==> src/ac_link_regs.svh <==
// Register offsets, field positions and frame timing for the AC-link port
`ifndef AC_LINK_REGS_SVH
`define AC_LINK_REGS_SVH

// ----------------------------------------------------------------------
// Register byte offsets
// ----------------------------------------------------------------------
`define OFS_CONTROL_ONE   8'h00
`define OFS_CONTROL_TWO   8'h04
`define OFS_CLOCK_DIVIDER 8'h08
`define OFS_STATUS        8'h0C
`define OFS_TX_SLOTS      8'h10
`define OFS_RX_SLOTS      8'h14
`define OFS_TX_BUF_BASE   8'h20
`define OFS_RX_BUF_BASE   8'h30

// ----------------------------------------------------------------------
// Field positions
// ----------------------------------------------------------------------
`define BIT_PORT_ENABLE   15
`define BIT_IDLE_MODE     6
`define BIT_FS_DIRECTION  8
`define MODE_LSB          0
`define BUFFER_LENGTH_SEL_LSB          10
`define STAT_DONE         0
`define STAT_ACTIVE       1
`define STAT_SLOT_LSB     7

// ----------------------------------------------------------------------
// Encodings, sizes and reset values
// ----------------------------------------------------------------------
`define MODE_AC16         2'h2
`define MODE_AC20         2'h3
`define AC16_SLOT_MASK    16'h1FFF
`define FRAME_LAST_COUNT  8'hFF
`define FS_HIGH_BITS      8'h10
`define WORD_LAST_BIT     5'h0F
`define WIDE_LAST_BIT     5'h13
`define AC16_LAST_SLOT    4'hC
`define BUF_WORDS         4
`define REG_RESET         16'h0000
`endif

==> src/ac_link_pkg.sv <==
// Types shared by the AC-link port modules
package ac_link_pkg;
  typedef logic [15:0] word_type;
  typedef enum logic [1:0] {LINK_OFF, LINK_AC16, LINK_AC20} link_mode_type;
endpackage

==> src/ac_link_serial_frame_port.sv <==
// AC-link serial frame port: APB registers, frame sync, slot buffering
//
// How it works
// - Frame is 256 bits: tag plus twelve slots
// - Codec clocks us; we drive frame sync
// - Sync high 16 bits, low 240
// - First data bit one bit after sync
// - Receiver samples on falling bit clock
// - Mode 10 is 16-bit, 11 is 20-bit
// - 16-bit mode truncates received slots
// - 16-bit mode pads four zero LSBs
// - 16-bit mode keeps protocol slot alignment
// - 20-bit mode uses sixteen 16-bit slots
// - 20-bit mode behaves like multi-channel mode
// - Buffer holds four words, 64 bits
// - Current slot readable in status
// - Word size and frame length ignored
// - 16-bit mode uses enables 12:0 only
// - Length 00: done every word
// - Length 1: done every two words
//
// Implementation choices: the address map and the APB interface to the registers.
`timescale 1ns/10ps
`include "ac_link_regs.svh"
module ac_link_serial_frame_port
(
  // Clock and reset
  input  wire logic        I_CLOCK,
  input  wire logic        I_RESETN,
  // APB slave
  input  wire logic        I_PSEL,
  input  wire logic        I_PENABLE,
  input  wire logic        I_PWRITE,
  input  wire logic [7:0]  I_PADDR,
  input  wire logic [31:0] I_PWDATA,
  output logic      [31:0] O_PRDATA,
  output logic             O_PREADY,
  output logic             O_PSLVERR,
  // AC-link pins
  input  wire logic        I_SERIAL_BIT_CLOCK,
  input  wire logic        I_SDATA_IN,
  output logic             O_FRAME_SYNC_PIN,
  output logic             O_FRAME_SYNC_OE,
  output logic             O_SDATA_OUT,
  output logic             O_SDATA_OE,
  // Buffer events
  output logic             O_BUF_DONE
);

  // ----------------------------------------------------------------------
  // Declarations
  // ----------------------------------------------------------------------
  ac_link_pkg::word_type      ctrl1_reg;
  ac_link_pkg::word_type      ctrl2_reg;
  ac_link_pkg::word_type      divider_reg;
  ac_link_pkg::word_type      tx_slot_reg;
  ac_link_pkg::word_type      rx_slot_reg;
  ac_link_pkg::word_type      tx_buf_reg [`BUF_WORDS];
  ac_link_pkg::word_type      rx_buf_reg [`BUF_WORDS];
  ac_link_pkg::word_type      rx_shadow_reg [`BUF_WORDS];
  ac_link_pkg::word_type      rx_shift_reg;
  ac_link_pkg::word_type      tx_mask;
  ac_link_pkg::word_type      rx_mask;
  ac_link_pkg::word_type      store_word;
  ac_link_pkg::link_mode_type link_mode;
  logic [7:0]                 cnt_reg;
  logic [7:0]                 cnt_next;
  logic [3:0]                 slot_reg;
  logic [3:0]                 slot_next;
  logic [4:0]                 bit_reg;
  logic [4:0]                 bit_next;
  logic [4:0]                 bit_last;
  logic [1:0]                 ptr_reg;
  logic [1:0]                 buffer_length_sel;
  logic                       active_reg;
  logic                       active_next;
  logic                       fs_reg;
  logic                       fs_oe_reg;
  logic                       sdo_reg;
  logic                       sdo_oe_reg;
  logic                       done_reg;
  logic                       done_flag_reg;
  logic                       run;
  logic                       ac16;
  logic                       bclk_rise;
  logic                       bclk_fall;
  logic                       sdi;
  logic                       tx_on_next;
  logic                       rx_on;
  logic                       store_evt;
  logic                       apb_setup;
  logic                       apb_write;
  logic [31:0]                prdata_reg;
  logic [31:0]                rdata_next;
  logic                       pready_reg;
  logic                       pslverr_reg;
  logic                       err_next;

  ac_link_pin_sync pin_sync
  (
    .i_clock     (I_CLOCK),
    .i_resetn    (I_RESETN),
    .i_bit_clock (I_SERIAL_BIT_CLOCK),
    .i_sdata     (I_SDATA_IN),
    .o_rise      (bclk_rise),
    .o_fall      (bclk_fall),
    .o_sdata     (sdi)
  );

  // ----------------------------------------------------------------------
  // Mode decode
  // ----------------------------------------------------------------------
  always_comb
  begin
    unique case (ctrl1_reg[`MODE_LSB +: 2])
      `MODE_AC16: link_mode = ac_link_pkg::LINK_AC16;
      `MODE_AC20: link_mode = ac_link_pkg::LINK_AC20;
      default:    link_mode = ac_link_pkg::LINK_OFF;
    endcase
  end

  // Word size and frame length fields are stored but never read here
  assign ac16 = (link_mode == ac_link_pkg::LINK_AC16);
  assign run  = ctrl1_reg[`BIT_PORT_ENABLE] && (link_mode != ac_link_pkg::LINK_OFF);
  assign buffer_length_sel = ctrl2_reg[`BUFFER_LENGTH_SEL_LSB +: 2];
  assign tx_mask = ac16 ? (tx_slot_reg & `AC16_SLOT_MASK) : tx_slot_reg;
  assign rx_mask = ac16 ? (rx_slot_reg & `AC16_SLOT_MASK) : rx_slot_reg;

  // ----------------------------------------------------------------------
  // Frame counter and frame sync
  // ----------------------------------------------------------------------
  assign cnt_next = cnt_reg + 8'h01;

  always_ff @(posedge I_CLOCK)
  begin
    if (!I_RESETN || !run)
      cnt_reg <= `FRAME_LAST_COUNT;
    else if (bclk_rise)
      cnt_reg <= cnt_next;
  end

  always_ff @(posedge I_CLOCK)
  begin
    if (!I_RESETN || !run)
      fs_reg <= 1'b0;
    else if (bclk_rise)
      fs_reg <= (cnt_next < `FS_HIGH_BITS);
  end

  always_ff @(posedge I_CLOCK)
  begin
    if (!I_RESETN)
      fs_oe_reg <= 1'b0;
    else
      fs_oe_reg <= run && !ctrl1_reg[`BIT_FS_DIRECTION];
  end

  // ----------------------------------------------------------------------
  // Slot and bit position
  // ----------------------------------------------------------------------
  // Tag slot is 16 bits; in 16-bit mode the data slots are 20 bits wide
  assign bit_last = (ac16 && slot_reg != 4'h0) ? `WIDE_LAST_BIT : `WORD_LAST_BIT;

  always_comb
  begin
    slot_next   = slot_reg;
    bit_next    = bit_reg;
    active_next = active_reg;
    if (cnt_next == 8'h01)
    begin
      active_next = 1'b1;
      slot_next   = 4'h0;
      bit_next    = 5'h00;
    end
    else if (bit_reg == bit_last)
    begin
      bit_next  = 5'h00;
      slot_next = slot_reg + 4'h1;
    end
    else
    begin
      bit_next = bit_reg + 5'h01;
    end
  end

  always_ff @(posedge I_CLOCK)
  begin
    if (!I_RESETN || !run)
    begin
      active_reg <= 1'b0;
      slot_reg   <= 4'h0;
      bit_reg    <= 5'h00;
    end
    else if (bclk_rise)
    begin
      active_reg <= active_next;
      slot_reg   <= slot_next;
      bit_reg    <= bit_next;
    end
  end

  // ----------------------------------------------------------------------
  // Transmit, launched on the rising bit clock
  // ----------------------------------------------------------------------
  assign tx_on_next = active_next && tx_mask[slot_next];

  always_ff @(posedge I_CLOCK)
  begin
    if (!I_RESETN || !run)
    begin
      sdo_reg    <= 1'b0;
      sdo_oe_reg <= 1'b0;
    end
    else if (bclk_rise)
    begin
      // Bits 16..19 of a wide slot go out as zero
      if (tx_on_next && bit_next <= `WORD_LAST_BIT)
        sdo_reg <= tx_buf_reg[ptr_reg][4'hF - bit_next[3:0]];
      else
        sdo_reg <= 1'b0;
      sdo_oe_reg <= !ctrl1_reg[`BIT_IDLE_MODE] || tx_on_next;
    end
  end

  // ----------------------------------------------------------------------
  // Receive, sampled on the falling bit clock
  // ----------------------------------------------------------------------
  assign rx_on     = active_reg && rx_mask[slot_reg];
  assign store_evt = bclk_fall && active_reg && bit_reg == bit_last
                     && (tx_mask[slot_reg] || rx_mask[slot_reg]);

  always_comb
  begin
    store_word = 16'h0000;
    if (rx_on)
      store_word = (bit_reg <= `WORD_LAST_BIT) ? {rx_shift_reg[14:0], sdi} : rx_shift_reg;
  end

  always_ff @(posedge I_CLOCK)
  begin
    if (!I_RESETN)
      rx_shift_reg <= 16'h0000;
    else if (bclk_fall && rx_on && bit_reg <= `WORD_LAST_BIT)
      rx_shift_reg <= {rx_shift_reg[14:0], sdi};
  end

  // Buffer pointer: one word per used slot, done after buffer_length_sel+1 words
  always_ff @(posedge I_CLOCK)
  begin
    if (!I_RESETN || !run)
    begin
      ptr_reg  <= 2'h0;
      done_reg <= 1'b0;
    end
    else
    begin
      done_reg <= 1'b0;
      if (store_evt)
      begin
        rx_shadow_reg[ptr_reg] <= store_word;
        if (ptr_reg == buffer_length_sel)
        begin
          ptr_reg  <= 2'h0;
          done_reg <= 1'b1;
        end
        else
          ptr_reg <= ptr_reg + 2'h1;
      end
    end
  end

  // ----------------------------------------------------------------------
  // Buffer words
  // ----------------------------------------------------------------------
  for (genvar i = 0; i < `BUF_WORDS; i++)
  begin : g_buf
    always_ff @(posedge I_CLOCK)
    begin
      if (!I_RESETN)
      begin
        tx_buf_reg[i] <= `REG_RESET;
        rx_buf_reg[i] <= `REG_RESET;
      end
      else
      begin
        if (apb_write && I_PADDR == `OFS_TX_BUF_BASE + 8'(4 * i))
          tx_buf_reg[i] <= I_PWDATA[15:0];
        // Whole block becomes visible at once, when the last word lands
        if (store_evt && ptr_reg == buffer_length_sel)
          rx_buf_reg[i] <= (ptr_reg == 2'(i)) ? store_word : rx_shadow_reg[i];
      end
    end
  end

  // ----------------------------------------------------------------------
  // APB register access
  // ----------------------------------------------------------------------
  assign apb_setup = I_PSEL && !I_PENABLE;
  assign apb_write = I_PSEL && I_PENABLE && pready_reg && I_PWRITE;

  always_ff @(posedge I_CLOCK)
  begin
    if (!I_RESETN)
    begin
      ctrl1_reg   <= `REG_RESET;
      ctrl2_reg   <= `REG_RESET;
      divider_reg <= `REG_RESET;
      tx_slot_reg <= `REG_RESET;
      rx_slot_reg <= `REG_RESET;
    end
    else if (apb_write)
    begin
      unique case (I_PADDR)
        `OFS_CONTROL_ONE:   ctrl1_reg   <= I_PWDATA[15:0];
        `OFS_CONTROL_TWO:   ctrl2_reg   <= I_PWDATA[15:0];
        `OFS_CLOCK_DIVIDER: divider_reg <= I_PWDATA[15:0];
        `OFS_TX_SLOTS:      tx_slot_reg <= I_PWDATA[15:0];
        `OFS_RX_SLOTS:      rx_slot_reg <= I_PWDATA[15:0];
        default:            ;
      endcase
    end
  end

  // Completion beats a same-cycle write-one-to-clear
  always_ff @(posedge I_CLOCK)
  begin
    if (!I_RESETN)
      done_flag_reg <= 1'b0;
    else if (done_reg)
      done_flag_reg <= 1'b1;
    else if (apb_write && I_PADDR == `OFS_STATUS && I_PWDATA[`STAT_DONE])
      done_flag_reg <= 1'b0;
  end

  always_comb
  begin
    rdata_next = 32'h0000_0000;
    err_next   = 1'b0;
    unique case (I_PADDR)
      `OFS_CONTROL_ONE:   rdata_next[15:0] = ctrl1_reg;
      `OFS_CONTROL_TWO:   rdata_next[15:0] = ctrl2_reg;
      `OFS_CLOCK_DIVIDER: rdata_next[15:0] = divider_reg;
      `OFS_TX_SLOTS:      rdata_next[15:0] = tx_slot_reg;
      `OFS_RX_SLOTS:      rdata_next[15:0] = rx_slot_reg;
      `OFS_STATUS:
      begin
        rdata_next[`STAT_SLOT_LSB +: 5] = {1'b0, slot_reg};
        rdata_next[`STAT_ACTIVE]        = active_reg;
        rdata_next[`STAT_DONE]          = done_flag_reg;
      end
      8'h20, 8'h24, 8'h28, 8'h2C: rdata_next[15:0] = tx_buf_reg[I_PADDR[3:2]];
      8'h30, 8'h34, 8'h38, 8'h3C: rdata_next[15:0] = rx_buf_reg[I_PADDR[3:2]];
      default: err_next = 1'b1;
    endcase
  end

  // Zero-wait slave: data is captured in setup, ready in the access cycle
  always_ff @(posedge I_CLOCK)
  begin
    if (!I_RESETN)
    begin
      prdata_reg  <= 32'h0000_0000;
      pready_reg  <= 1'b0;
      pslverr_reg <= 1'b0;
    end
    else
    begin
      pready_reg <= apb_setup;
      if (apb_setup)
      begin
        prdata_reg  <= I_PWRITE ? 32'h0000_0000 : rdata_next;
        pslverr_reg <= err_next;
      end
    end
  end

  assign O_PRDATA         = prdata_reg;
  assign O_PREADY         = pready_reg;
  assign O_PSLVERR        = pslverr_reg;
  assign O_FRAME_SYNC_PIN = fs_reg;
  assign O_FRAME_SYNC_OE  = fs_oe_reg;
  assign O_SDATA_OUT      = sdo_reg;
  assign O_SDATA_OE       = sdo_oe_reg;
  assign O_BUF_DONE       = done_reg;

  // ----------------------------------------------------------------------
  // Assertions
  // ----------------------------------------------------------------------
  a_fs_rise_start: assert property (@(posedge I_CLOCK) disable iff (!I_RESETN)
    $rose(fs_reg) |-> cnt_reg == 8'h00)
    else $error("frame sync rose away from frame start");

  a_fs_fall_point: assert property (@(posedge I_CLOCK) disable iff (!I_RESETN)
    $fell(fs_reg) && run |-> cnt_reg == `FS_HIGH_BITS)
    else $error("frame sync high time is not 16 bits");

  a_frame_wrap: assert property (@(posedge I_CLOCK) disable iff (!I_RESETN)
    run && bclk_rise && cnt_reg == 8'hFF ##1 run |-> cnt_reg == 8'h00 && fs_reg)
    else $error("frame did not wrap after 256 bits");

  a_first_bit_pos: assert property (@(posedge I_CLOCK) disable iff (!I_RESETN)
    run && $changed(cnt_reg) && cnt_reg == 8'h01 |-> slot_reg == 4'h0 && bit_reg == 5'h00)
    else $error("first data bit not one bit after sync");

  a_pad_zero_lsbs: assert property (@(posedge I_CLOCK) disable iff (!I_RESETN)
    ac16 && active_reg && bit_reg > `WORD_LAST_BIT |-> !sdo_reg)
    else $error("padding bits of wide slot not zero");

  a_ac16_slot_len: assert property (@(posedge I_CLOCK) disable iff (!I_RESETN)
    run && ac16 && bclk_rise && active_reg && slot_reg != 4'h0 && slot_reg < `AC16_LAST_SLOT
    && bit_reg == `WIDE_LAST_BIT ##1 run |-> bit_reg == 5'h00 && slot_reg == $past(slot_reg) + 4'h1)
    else $error("wide slot not 20 bits");

  a_ac16_slot_cap: assert property (@(posedge I_CLOCK) disable iff (!I_RESETN)
    ac16 |-> slot_reg <= `AC16_LAST_SLOT)
    else $error("16-bit mode slot index past 12");

  a_ac20_word_len: assert property (@(posedge I_CLOCK) disable iff (!I_RESETN)
    link_mode == ac_link_pkg::LINK_AC20 |-> bit_reg <= `WORD_LAST_BIT)
    else $error("20-bit mode slot longer than 16 bits");

  a_rx_fall_only: assert property (@(posedge I_CLOCK) disable iff (!I_RESETN)
    $changed(rx_shift_reg) |-> $past(bclk_fall))
    else $error("receive sampled off the falling edge");

  a_done_count: assert property (@(posedge I_CLOCK) disable iff (!I_RESETN)
    done_reg |-> ptr_reg == 2'h0 && $past(ptr_reg) == $past(buffer_length_sel))
    else $error("buffer done after wrong word count");
endmodule

==> src/ac_link_pin_sync.sv <==
// Synchroniser and edge finder for the codec bit clock and serial data
`timescale 1ns/10ps
module ac_link_pin_sync
(
  // Clock and reset
  input  wire logic i_clock,
  input  wire logic i_resetn,
  // Pins from the codec
  input  wire logic i_bit_clock,
  input  wire logic i_sdata,
  // Synchronised view
  output logic      o_rise,
  output logic      o_fall,
  output logic      o_sdata
);

  logic clk_meta_reg;
  logic clk_sync_reg;
  logic clk_last_reg;
  logic dat_meta_reg;
  logic dat_sync_reg;

  // Data takes the same two stages as the clock, so sampling stays aligned
  always_ff @(posedge i_clock)
  begin
    if (!i_resetn)
    begin
      clk_meta_reg <= 1'b0;
      clk_sync_reg <= 1'b0;
      clk_last_reg <= 1'b0;
      dat_meta_reg <= 1'b0;
      dat_sync_reg <= 1'b0;
    end
    else
    begin
      clk_meta_reg <= i_bit_clock;
      clk_sync_reg <= clk_meta_reg;
      clk_last_reg <= clk_sync_reg;
      dat_meta_reg <= i_sdata;
      dat_sync_reg <= dat_meta_reg;
    end
  end

  assign o_rise  = clk_sync_reg & ~clk_last_reg;
  assign o_fall  = ~clk_sync_reg & clk_last_reg;
  assign o_sdata = dat_sync_reg;
endmodule

==> config.mk <==
export PLATFORM = sky130hd
export DESIGN_NAME = ac_link_serial_frame_port
export DESIGN_NICKNAME = d
export VERILOG_FILES = /design/src/ac_link_pkg.sv /design/src/ac_link_serial_frame_port.sv /design/src/ac_link_pin_sync.sv
export VERILOG_INCLUDE_DIRS = /design/src
export SDC_FILE = /design/constraint.sdc
export NUM_CORES = 1
export LEC_CHECK = 0
export BUFFER_PORTS_ARGS = -buffer_cell sky130_fd_sc_hd__buf_4
export CAP_MARGIN = 15
export CORE_ASPECT_RATIO = 0.5
export CORE_MARGIN = 2
export CORE_UTILIZATION = 54
export CTS_BUF_LIST = sky130_fd_sc_hd__clkbuf_16
export CTS_CLUSTER_DIAMETER = 50
export DETAILED_ROUTE_END_ITERATION = 6
export HOLD_SLACK_MARGIN = 0.12
export PLACE_DENSITY = 0.83
export SYNTH_ARGS = -nofsm -noshare
export SYNTH_HDL_FRONTEND = slang
export SYNTH_SLANG_ARGS = --single-unit
==> constraint.sdc <==
create_clock -name I_CLOCK -period 7.5 [get_ports I_CLOCK]
set_input_delay 0.75 -clock I_CLOCK [delete_from_list [all_inputs] [get_ports I_CLOCK]]
set_output_delay 0.75 -clock I_CLOCK [all_outputs]
set_load 0.005 [all_outputs]
==> results_dict.tcl <==
set metrics [dict create \
    clkSinkCount 339 \
    clk_latency_ns 0.58 \
    cp-start-kind "flip-flop" \
    setup-violations-final 0 \
    yosysTopAreaCell "edfxtp_1" \
    avgSynthCellArea_sq_um 11.1 \
    die_area_sq_um 31400 \
    worst_pin_slew_ns 1.22 \
    syn_area_sq_um 16200 \
    drtIter0Drc 1728 \
    ant_nets 0 \
    critical-path-slowest-cell "dfxtp_1" \
    fin_skew_ns 0.0183 \
    cts_setup_buffers 0 \
    grt_use_total_pct 25.4 \
    antenna_cells 0 \
    synth_area_leaders "edfxtp_1 36%, dfxtp_1 18%, mux4_2 8.4%, mux2i_1 7.9%, nand2_1 4.9%" \
    synthToLayoutAreaGrowth_pct 9.74 \
    yosys.area.top_type_share_pct 35.7 \
    cp_data_required_time_ns 7.70 \
    dieHeight_um 126 \
    start_util_pct 55.3 \
    cts_tree "built" \
    drc_errors 0 \
    io_pins 86 \
    antenna_found_initial 0 \
    core-area_sq_um 29200 \
    dp_hpwl_mm 25.5 \
    hp-class "input pin to flip-flop" \
    synth_compound_area_share_pct 8.89 \
    multi_input_area_sq_um 6810 \
    ys_ff_latch 339 \
    ys_types 73 \
    ctsHoldBuffers 0 \
    finalMaxSlewViolations 0 \
    synth_fa_ha_area_share_pct 0.774 \
    fin_util_pct 60.7 \
    rsz0062_at_grt "false" \
    port_buffers 53 \
    vias 11389 \
    synth_xor_area_share_pct 0.751 \
    yosys.area_share.simple_pct 14.8 \
    cp-end-kind "flip-flop" \
    clk_pin_slew_ns 0.07 \
    critPathKind "flip-flop to flip-flop" \
    firstDrtPassIters 7 \
    maxCapViolations 0 \
    finalPower_mw 3.83 \
    cts-root-buf "clkbuf_16" \
    path_cells "inv_1, ha_1, or3b_4, nand4_1, nand2_1, nand4b_1, a311oi_1, buf_4, and3_1" \
    status "finished, final reports clean" \
    slowest_delay_ns 0.92 \
    fmax_mhz 225 \
    register_area_sq_um 8710 \
    slew_headroom_pct 18.5 \
    finalHoldViolations 0 \
    post_cts_resized 0 \
    ys_warn_count 0 \
    holdWs_ns 0.389 \
    vias_per_cell 6.10 \
    yosysSeqAreaShare_pct 53.9 \
    numCtsBuffers 31 \
    grt_start_max_net_pins 116 \
    synth_top_family_by_area "multiplexers" \
    htree_levels 1 \
    async_reset_ff_share_pct 0 \
    post-place-ws_ns 3.11 \
    syn_inst 1458 \
    finalSetupTns_ns 0 \
    grt_pass1_vias 11121 \
    fillers 2178 \
    fin_nets 1507 \
    grt_overflow 0 \
    ir_drop_mv 0.198 \
    ys.flop_type "edfxtp_1" \
    pwr_density_cell_nw_per_um2 216 \
    wl_per_cell_um 21.5 \
    layout_min_cycle_time_ns 4.44 \
    period_share_pct 59.2 \
    setup_slack_ns 3.06 \
    rows 44 \
    synthMuxAreaShare_pct 16.5 \
    synth_edf_count 192 \
    layout-drive-gt1-share_pct 14.4 \
    gp_congestion 0.916 \
    cp.arrival_ns 4.64 \
    dieWidth_um 249 \
    wirelength_mm 40.0 \
    grt_pass1_wl_mm 61.8 \
    cts_max_path_buffers 3 \
    leakagePower_nw 6.08 \
    worstPathMaxFanout 16 \
]
[through the flow]
stage          instance area [sq um]  instances
6_report                       17700       1866
5_1_grt                        17700       1866
4_1_cts                        17700       1863
3_5_place_dp                   16600       1805
3_3_place_gp                   16600       1805
2_1_floorplan                  16200       1473
[path summary, 6_finish.rpt]
| path | endpoint | slack (ns) | from | cells past startpoint |
|---|---|---|---|---|
| setup / recovery | rx_shadow_reg[3][9]$_DFFE_PP_ | 3.06 | slot_reg[0]$_SDFFE_PP0P_ | 9 |
| hold / removal | pin_sync.dat_meta_reg$_SDFF_PN0_ | 0.39 | I_SDATA_IN | 2 |
| setup reg to reg | rx_shadow_reg[3][9]$_DFFE_PP_ | 3.06 | slot_reg[0]$_SDFFE_PP0P_ | 9 |
| hold reg to reg | pin_sync.clk_sync_reg$_SDFF_PN0_ | 0.45 | pin_sync.clk_meta_reg$_SDFF_PN0_ | 1 |
[logic make-up (layout without fill, tap and decap cells)]
group,Yosys count,after routing
DFF,339,339
adders and majority gates,10,10
and+or+nand+nor,528,528
AOI/OAI and AO/OA,234,234
other,1,16
xor gates and xnor gates,13,13
muxes,190,190
buffers and inverters,143,145
[per-layer routing]
metal | track usage (%) | wire, um
met5 | 0 | 0
met4 | 9.80 | 1590
met1 | 33.2 | 15600
met3 | 5.15 | 4010
met2 | 42.2 | 18800
[Yosys cell counts (all sizes together), types with 16 or more instances]
| cell type | count |
|---|---|
| and2 | 72 |
| nand3 | 16 |
| nor2 | 160 |
| o21ai | 38 |
| edfxtp | 192 |
| a22oi | 18 |
| buf | 53 |
| mux4 | 60 |
| mux2i | 127 |
| nand2 | 212 |
| clkbuf | 76 |
| dfxtp | 147 |
| a21oi | 136 |
[cell usage in the layout (no fill, tap or decap), drive strengths merged, types with 9 or more instances in the layout]
cell    Yosys  layout
nor3       14      14
nand2     212     212
mux4       60      60
o21ai      38      38
a21oi     136     136
dfxtp     147     147
inv        14      19
edfxtp    192     192
ha         10      10
nand3      16      16
clkbuf     76      34
buf        53      73
nand2b     11      11
a22oi      18      18
nor2      160     160
mux2i     127     127
clkinv      0      14
and3       12      12
a221o       9       9
and2       72      72
conb        1      16
[worst max-delay path, delay by kind of cell (launching register included)]
family	cells	cell delay (ns)
buffers and inverters	2	0.57
adders and majority gates	1	0.30
DFF	1	0.92
and+or+nand+nor	5	1.85
AOI/OAI and AO/OA	1	0.41
[cell type report]
type                    count  share of cell area (%)
repair buffers             73                    3.22
clock inverters            24                    1.37
clock buffers              34                    4.80
flip-flops and latches    339                    49.1
inverters                  14                   0.303
multi-input cells         991                    38.4
well taps                 391                    2.76
[where the power goes]
| group | total, mW | switching, mW | leakage (nW) | internal (mW) |
|---|---|---|---|---|
| clock | 1.70 | 0.708 | 0.554 | 0.988 |
| sequential | 1.99 | 0.00982 | 3.22 | 1.98 |
| combinational | 0.143 | 0.0928 | 2.30 | 0.0500 |
| total | 3.83 | 0.810 | 6.08 | 3.02 |
(Power assumes the default switching activity.)
